==> config.mk <==
export PLATFORM = sky130hd
export DESIGN_NAME = tzp_timer
export DESIGN_NICKNAME = d
export VERILOG_FILES = /design/src/rtl/tzp_pkg.sv /design/src/rtl/tzp_prescaler.sv /design/src/rtl/tzp_timer.sv
export VERILOG_INCLUDE_DIRS = /design/src /design/src/rtl
export SDC_FILE = /design/constraint.sdc
export NUM_CORES = 1
export LEC_CHECK = 0
export ABC_AREA = 1
export BUFFER_PORTS_ARGS = -buffer_cell sky130_fd_sc_hd__buf_2
export CAP_MARGIN = 5
export CORE_ASPECT_RATIO = 0.9
export CORE_MARGIN = 8
export CORE_UTILIZATION = 55
export CTS_CLUSTER_SIZE = 24
export DETAILED_ROUTE_END_ITERATION = 8
export MAX_ROUTING_LAYER = met4
export PLACE_DENSITY = 0.83
export RECOVER_POWER = 100
export SYNTH_ARGS = -nofsm -noshare
export SYNTH_HDL_FRONTEND = slang
export SYNTH_SLANG_ARGS = --single-unit
==> constraint.sdc <==
create_clock -name clk_sys -period 2.97 [get_ports clk_sys]
set_input_delay 0.594 -clock clk_sys [delete_from_list [all_inputs] [get_ports clk_sys]]
set_output_delay 0.594 -clock clk_sys [all_outputs]
set_load 0.02 [all_outputs]
==> src/rtl/tzp_consts.svh <==
// Constants for the timer-zero prescaler block.
// Assumes inclusion by bare name from rtl/ files.
`ifndef TZP_CONSTS_SVH
`define TZP_CONSTS_SVH
`define TZP_COUNT_W      8
`define TZP_PRE_W        8
`define TZP_RATE_W       3
`define TZP_COUNT_RST    8'h00
`define TZP_COUNT_MAX    8'hFF
`define TZP_PRE_RST      8'h00
`define TZP_ASSIGN_TIMER 1'b0
`define TZP_ASSIGN_WDOG  1'b1
`define TZP_ONE_PRE      8'h01
`endif

==> src/rtl/tzp_pkg.sv <==
// Types shared by the timer-zero prescaler block.
// Assumes no other package.
package tzp_pkg;
  typedef enum logic [1:0] {
    TZP_SRC_INTERNAL,
    TZP_SRC_EXTERNAL
  } tzp_src_type;
endpackage : tzp_pkg

==> src/rtl/tzp_prescaler.sv <==
// Shared prescaler counter with rate-selected tap and clear.
// Assumes a single clock; increments arrive as same-domain pulses.
`timescale 1ns/1ps
`default_nettype none
`include "tzp_consts.svh"
module tzp_prescaler #(
  parameter int PRE_W = 8
) (
  input  wire logic             clk_sys,
  input  wire logic             rst_n,
  input  wire logic             inc,
  input  wire logic             clr,
  input  wire logic [2:0]       rate_sel,
  output logic                  tick,
  output logic [PRE_W-1:0]      count
);
  logic [PRE_W-1:0] count_q;
  logic [PRE_W-1:0] count_d;
  logic [PRE_W-1:0] mask;

  initial begin
    if (PRE_W != `TZP_PRE_W) $error("tzp_prescaler: PRE_W must be 8");
  end

  // Ratio 2^(n+1): a tick when the low n+1 bits roll over
  always_comb begin
    // Shift amount widened so rate 7 gives a full eight-bit mask
    mask = (`TZP_ONE_PRE << ({1'b0, rate_sel} + 4'h1)) - `TZP_ONE_PRE;
    tick = inc && ((count_q & mask) == mask);
    if (clr) begin
      count_d = `TZP_PRE_RST;
    end else if (inc) begin
      count_d = count_q + `TZP_ONE_PRE;
    end else begin
      count_d = count_q;
    end
  end

  always_ff @(posedge clk_sys or negedge rst_n) begin
    if (!rst_n) begin
      count_q <= `TZP_PRE_RST;
    end else begin
      count_q <= count_d;
    end
  end

  assign count = count_q;
endmodule : tzp_prescaler
`default_nettype wire

==> src/rtl/tzp_timer.sv <==
// Operation
// - One prescaler, timer or watchdog, never both
// - Assign bit 0 timer, 1 watchdog
// - Timer ratios divide-by-2 through divide-by-256
// - Undivided count only when watchdog owns prescaler
// - Prescaler count not software accessible
// - Timer write clears prescaler when timer-assigned
// - Watchdog clear clears prescaler when watchdog-assigned
// - Overflow event on wrap from FFh to 00h
// - Flag sets on every wrap, enable ignored
// - Only software clears the overflow flag
// - Interrupt forwarded only while enable set
// - Count frozen in sleep; no wake
// - External pin synchronised, sampled in Q2/Q4
//
// Timer zero with shared prescaler and sticky overflow flag.
// Assumes the core supplies write strobes, sleep level and Q2/Q4 phase pulses.
`timescale 1ns/1ps
`default_nettype none
`include "tzp_consts.svh"
module tzp_timer #(
  parameter int COUNT_W = 8
) (
  input  wire logic                 clk_sys,
  input  wire logic                 rst_n,
  input  wire logic                 prescaler_assign_sel,
  input  wire logic [2:0]           prescale_rate_sel,
  input  wire logic                 ext_clock_sel,
  input  wire logic                 ext_edge_falling,
  input  wire logic                 timer_zero_ext_clock_pin,
  input  wire logic                 q2_phase,
  input  wire logic                 q4_phase,
  input  wire logic                 sleep_mode,
  input  wire logic                 count_wr,
  input  wire logic [COUNT_W-1:0]   count_wr_data,
  input  wire logic                 flag_wr,
  input  wire logic                 flag_wr_data,
  input  wire logic                 timer_zero_irq_enable,
  input  wire logic                 watchdog_clear_instr,
  input  wire logic                 watchdog_tick,
  output logic [COUNT_W-1:0]        timer_zero_count,
  output logic                      timer_zero_overflow_flag,
  output logic                      timer_zero_irq,
  output logic                      watchdog_prescaled_tick,
  output logic                      watchdog_clear
);
  tzp_pkg::tzp_src_type src;
  logic                 pin_meta_q;
  logic                 pin_sync_q;
  logic                 pin_prev_q;
  logic                 ext_edge;
  logic                 ext_pend_q;
  logic                 ext_pend_d;
  logic                 ext_inc;
  logic                 base_inc;
  logic                 pre_inc;
  logic                 pre_clr;
  logic                 pre_tick;
  logic                 cnt_inc;
  logic [COUNT_W-1:0]   count_q;
  logic [COUNT_W-1:0]   count_d;
  logic                 flag_q;
  logic                 flag_d;
  logic                 wrap;

  initial begin
    if (COUNT_W != `TZP_COUNT_W) $error("tzp_timer: COUNT_W must be 8");
  end

  // Pin: two flops before any logic, then edge detect
  always_ff @(posedge clk_sys or negedge rst_n) begin
    if (!rst_n) begin
      pin_meta_q <= 1'b0;
      pin_sync_q <= 1'b0;
      pin_prev_q <= 1'b0;
      ext_pend_q <= 1'b0;
    end else begin
      pin_meta_q <= timer_zero_ext_clock_pin;
      pin_sync_q <= pin_meta_q;
      pin_prev_q <= pin_sync_q;
      ext_pend_q <= ext_pend_d;
    end
  end

  // Edges are held until the next Q2 or Q4 sample point
  always_comb begin
    src      = ext_clock_sel ? tzp_pkg::TZP_SRC_EXTERNAL : tzp_pkg::TZP_SRC_INTERNAL;
    ext_edge = ext_edge_falling ? (pin_prev_q & ~pin_sync_q) : (~pin_prev_q & pin_sync_q);
    ext_inc  = ext_pend_q && (q2_phase || q4_phase);
    if (ext_inc) begin
      ext_pend_d = ext_edge;
    end else begin
      ext_pend_d = ext_pend_q || ext_edge;
    end
  end

  // Prescaler ownership routing
  always_comb begin
    case (src)
      tzp_pkg::TZP_SRC_EXTERNAL: base_inc = ext_inc;
      tzp_pkg::TZP_SRC_INTERNAL: base_inc = 1'b1;
      default:                   base_inc = 1'b0;
    endcase
    if (prescaler_assign_sel == `TZP_ASSIGN_TIMER) begin
      pre_inc = base_inc && !sleep_mode;
      pre_clr = count_wr;
      cnt_inc = pre_tick && !sleep_mode;
    end else begin
      pre_inc = watchdog_tick;
      pre_clr = watchdog_clear_instr;
      cnt_inc = base_inc && !sleep_mode;
    end
  end

  // Prescaler count stays internal: no port exposes it
  tzp_prescaler #(
    .PRE_W    (`TZP_PRE_W)
  ) u_pre (
    .clk_sys  (clk_sys),
    .rst_n    (rst_n),
    .inc      (pre_inc),
    .clr      (pre_clr),
    .rate_sel (prescale_rate_sel),
    .tick     (pre_tick),
    .count    ()
  );

  // Count and sticky flag; an overflow beats a same-cycle software clear
  always_comb begin
    wrap = cnt_inc && !count_wr && (count_q == `TZP_COUNT_MAX);
    if (count_wr) begin
      count_d = count_wr_data;
    end else if (cnt_inc) begin
      count_d = count_q + 8'h01;
    end else begin
      count_d = count_q;
    end
    if (wrap) begin
      flag_d = 1'b1;
    end else if (flag_wr) begin
      flag_d = flag_wr_data;
    end else begin
      flag_d = flag_q;
    end
  end

  always_ff @(posedge clk_sys or negedge rst_n) begin
    if (!rst_n) begin
      count_q <= `TZP_COUNT_RST;
      flag_q  <= 1'b0;
    end else begin
      count_q <= count_d;
      flag_q  <= flag_d;
    end
  end

  assign timer_zero_count         = count_q;
  assign timer_zero_overflow_flag = flag_q;
  assign timer_zero_irq           = flag_q && timer_zero_irq_enable;
  assign watchdog_prescaled_tick  =
    (prescaler_assign_sel == `TZP_ASSIGN_WDOG) ? pre_tick : watchdog_tick;
  assign watchdog_clear           = watchdog_clear_instr;
endmodule : tzp_timer
`default_nettype wire

==> out/metrics.yaml <==
worst_setup_path:
  crit_type: "in2out"
  required_ps: 2380
  path_cells: "clkbuf_1 -> inv_1 -> nand3_1 -> ha_1 -> nor2_1 -> nor2_1 -> nand2_1 -> nor2_1 -> nand3_1 -> a21boi_0 -> clkbuf_1"
  cp_top_family: "buffers and inverters"
  cp_common_cell: "nor2_1"
  path_buf_inv: 3
  slowest_delay_ps: 270
  arrival_ps: 2010
  crit_path_end_kind: "output pin"
  startpoint_type: "input pin"
  crit_fanout: 4
  crit_slowest_cell: "ha_1"
yosys:
  ys_seq_area_share_pct: 38.5
  yosys-top-cells-count: "63 x nand2_1, 23 x nand3_1, 21 x dfrtp_1"
  async_flop_share_pct: 100
  yosysUniqueCellTypes: 27
  synth.net_count: 220
  synth_top_area_cell: "dfrtp_1"
  yosysMostFrequentCell: "nand2_1"
  synthFlopType: "dfrtp_1"
  syn_inst: 191
  synth_edf_count: 0
  yosysWarnings: 0
  avgSynthCellArea_um2: 7.15
  yosysTopAreaCellShare_pct: 38.5
  yosys-top-cells-area: "dfrtp_1 38%, nand2_1 17%, nand3_1 8.4%, inv_1 5.2%, nor2_1 4.4%"
  synth-seq-cells: 21
  synth_area_um2: 1370
clock_tree:
  cts_max_level: 1
  numCtsBuffers: 3
  cts_hold_buf: 0
  worstSkewPairLatency_ps: 300
  cts.sinks: 21
  cts-root-buf: "clkbuf_4"
  clockBufferDepth: 2
  ctsResizeCount: 0
  clk_pin_slew_ps: 110
  cts_tree: "yes"
  cts_setup_buffers: 0
hold_path:
  hold_class: "reg2reg"
die:
  io_pins: 38
  die-area_um2: 4340
  fp.dieH_um: 63.3
  core_region_area_um2: 2400
  rows: 17
  die_x_um: 68.5
  start_util_pct: 56.8
cells_and_area:
  diodes: 0
  syn2layout_area_growth_pct: 11.8
  stdcell_area_um2: 1530
  final_nets: 259
  fillers: 250
  drive_above_1_share_pct: 13.5
place:
  port_buffers: 37
  placed_area_um2: 1570
  hpwl_um: 2320
  dp_slack_ps: 465
  globalplace.congestion: 0.925
timing:
  slew_headroom_pct: 27.0
  slew_violations: 0
  fin_crit_sh_pct: 87.5
  rsz0062_at_grt: "false"
  hold_viol_final: 0
  fin_skew_ps: 2.19
  timing.setup.tns_ps: 0
  max_freq_mhz: 385
  setup_violations: 0
  tightestPinTransition_ps: 1090
  fin_ws_ps: 371
  fin_crit_ps: 2600
pwr:
  power_mw: 0.644
  power_density_nw_per_um2: 422
  p_leak_nw: 0.812
  ir_drop_uv: 312
routing:
  vias: 1288
  drc_errors: 0
  detail_route.wl_per_cell_um: 11.9
  drt_iter0_drc: 78
  firstDrtPassIters: 4
  wl_um: 3050
  vias_per_cell: 5.01
  antenna_left: 0
run_status:
  status: "finished clean"
global_routing:
  grt_pass1_wl_um: 5250
  grtUsageTotal_pct: 15.1
  grt_max_degree: 22
  grt_overflow: 0
  grt_pass1_vias: 1220
  antenna_found_initial: 0
job:
  max-cap-violations: 0
-- kinds of logic (layout without fill, tap and decap cells) --
family	after synthesis	after routing	synth area share (%)
muxes	1	1	0.733
AOI/OAI and AO/OA	18	18	9.89
adders and majority gates	3	3	2.75
DFF	21	21	38.5
and+or+nand+nor	116	116	37.2
buffers and inverters	26	64	7.51
other	1	1	0.274
xor gates and xnor gates	5	5	3.20
-- layer usage --
| layer | routed length [um] | track usage, % | up-vias |
|---|---|---|---|
| li1 | - | - | 683 |
| met1 | 1410 | 19.6 | 570 |
| met2 | 1370 | 23.1 | 33 |
| met3 | 258 | 4.24 | 2 |
| met4 | 16 | 2.30 | 0 |
| met5 | 0 | - | - |
-- worst reg2reg max path: cells and delay by family (launching register included) --
family	cells	cell delay, ps
simple gates	9	1090
flops	1	370
buf+inv	1	140
-- layout by cell type, fill, tap and decap left out, drive strengths merged --
master / n
a211o: 1
a21boi: 1
a21oi: 4
and3: 1
buf: 23
clkbuf: 18
conb: 1
dfrtp: 21
ha: 3
inv: 23
mux2i: 1
nand2: 66
nand3: 23
nand4: 3
nor2: 17
nor3: 5
o21ai: 10
o21bai: 1
o31ai: 1
or2: 1
xor2: 5
-- power breakdown --
part           switching (mW)  internal [mW]
Combinational           0.116         0.0592
Sequential             0.0247          0.312
Clock                  0.0800         0.0523
Total                   0.221          0.424
-- sequential cells by signal, summed over array words and instances (netlist names) --
name,cells
pin_prev_q,1
pin_sync_q,1
pin_meta_q,1
ext_pend_q,1
timer_zero_overflow_flag,1
timer_zero_count,8
u_pre.count,8
-- worst paths after layout --
| kind | start | endpoint | slack, ps | cells past startpoint |
|---|---|---|---|---|
| max in group asynchronous | rst_n | u_pre.count[2]$_DFFE_PN0P_ | 1850 | 1 |
| min | pin_meta_q$_DFF_PN0_ | pin_sync_q$_DFF_PN0_ | 360 | 0 |
| min reg2reg | pin_meta_q$_DFF_PN0_ | pin_sync_q$_DFF_PN0_ | 360 | 0 |
| max reg2reg | u_pre.count[6]$_DFFE_PN0P_ | timer_zero_count[7]$_DFFE_PN0P_ | 1260 | 10 |
| max | prescale_rate_sel[2] | watchdog_prescaled_tick | 370 | 11 |
| min in group asynchronous | rst_n | pin_prev_q$_DFF_PN0_ | 470 | 1 |
-- cell type report --
| class | count | area, um^2 | area share, % |
|---|---|---|---|
| tap | 28 | 35.0 | 2.29 |
| multi-input combinational | 144 | 687 | 45.0 |
| timing repair buffer | 37 | 168 | 11.0 |
| sequential | 21 | 526 | 34.4 |
| clock buffer | 4 | 26.3 | 1.72 |
| inverter | 23 | 86.3 | 5.65 |
-- metrics by stage --
| step | util (%) | hold slack (ps) | cells |
|---|---|---|---|
| 4_1_cts | 66.4 | 236 | 257 |
| 5_1_grt | 63.6 | 368 | 257 |
| 3_5_place_dp | 65.3 | 337 | 253 |
| 2_1_floorplan | - | 298 | 191 |
| 6_report | 63.6 | 359 | 257 |
| 3_3_place_gp | 65.3 | 338 | 253 |
No activity file was read; power rests on OpenSTA's default activity.
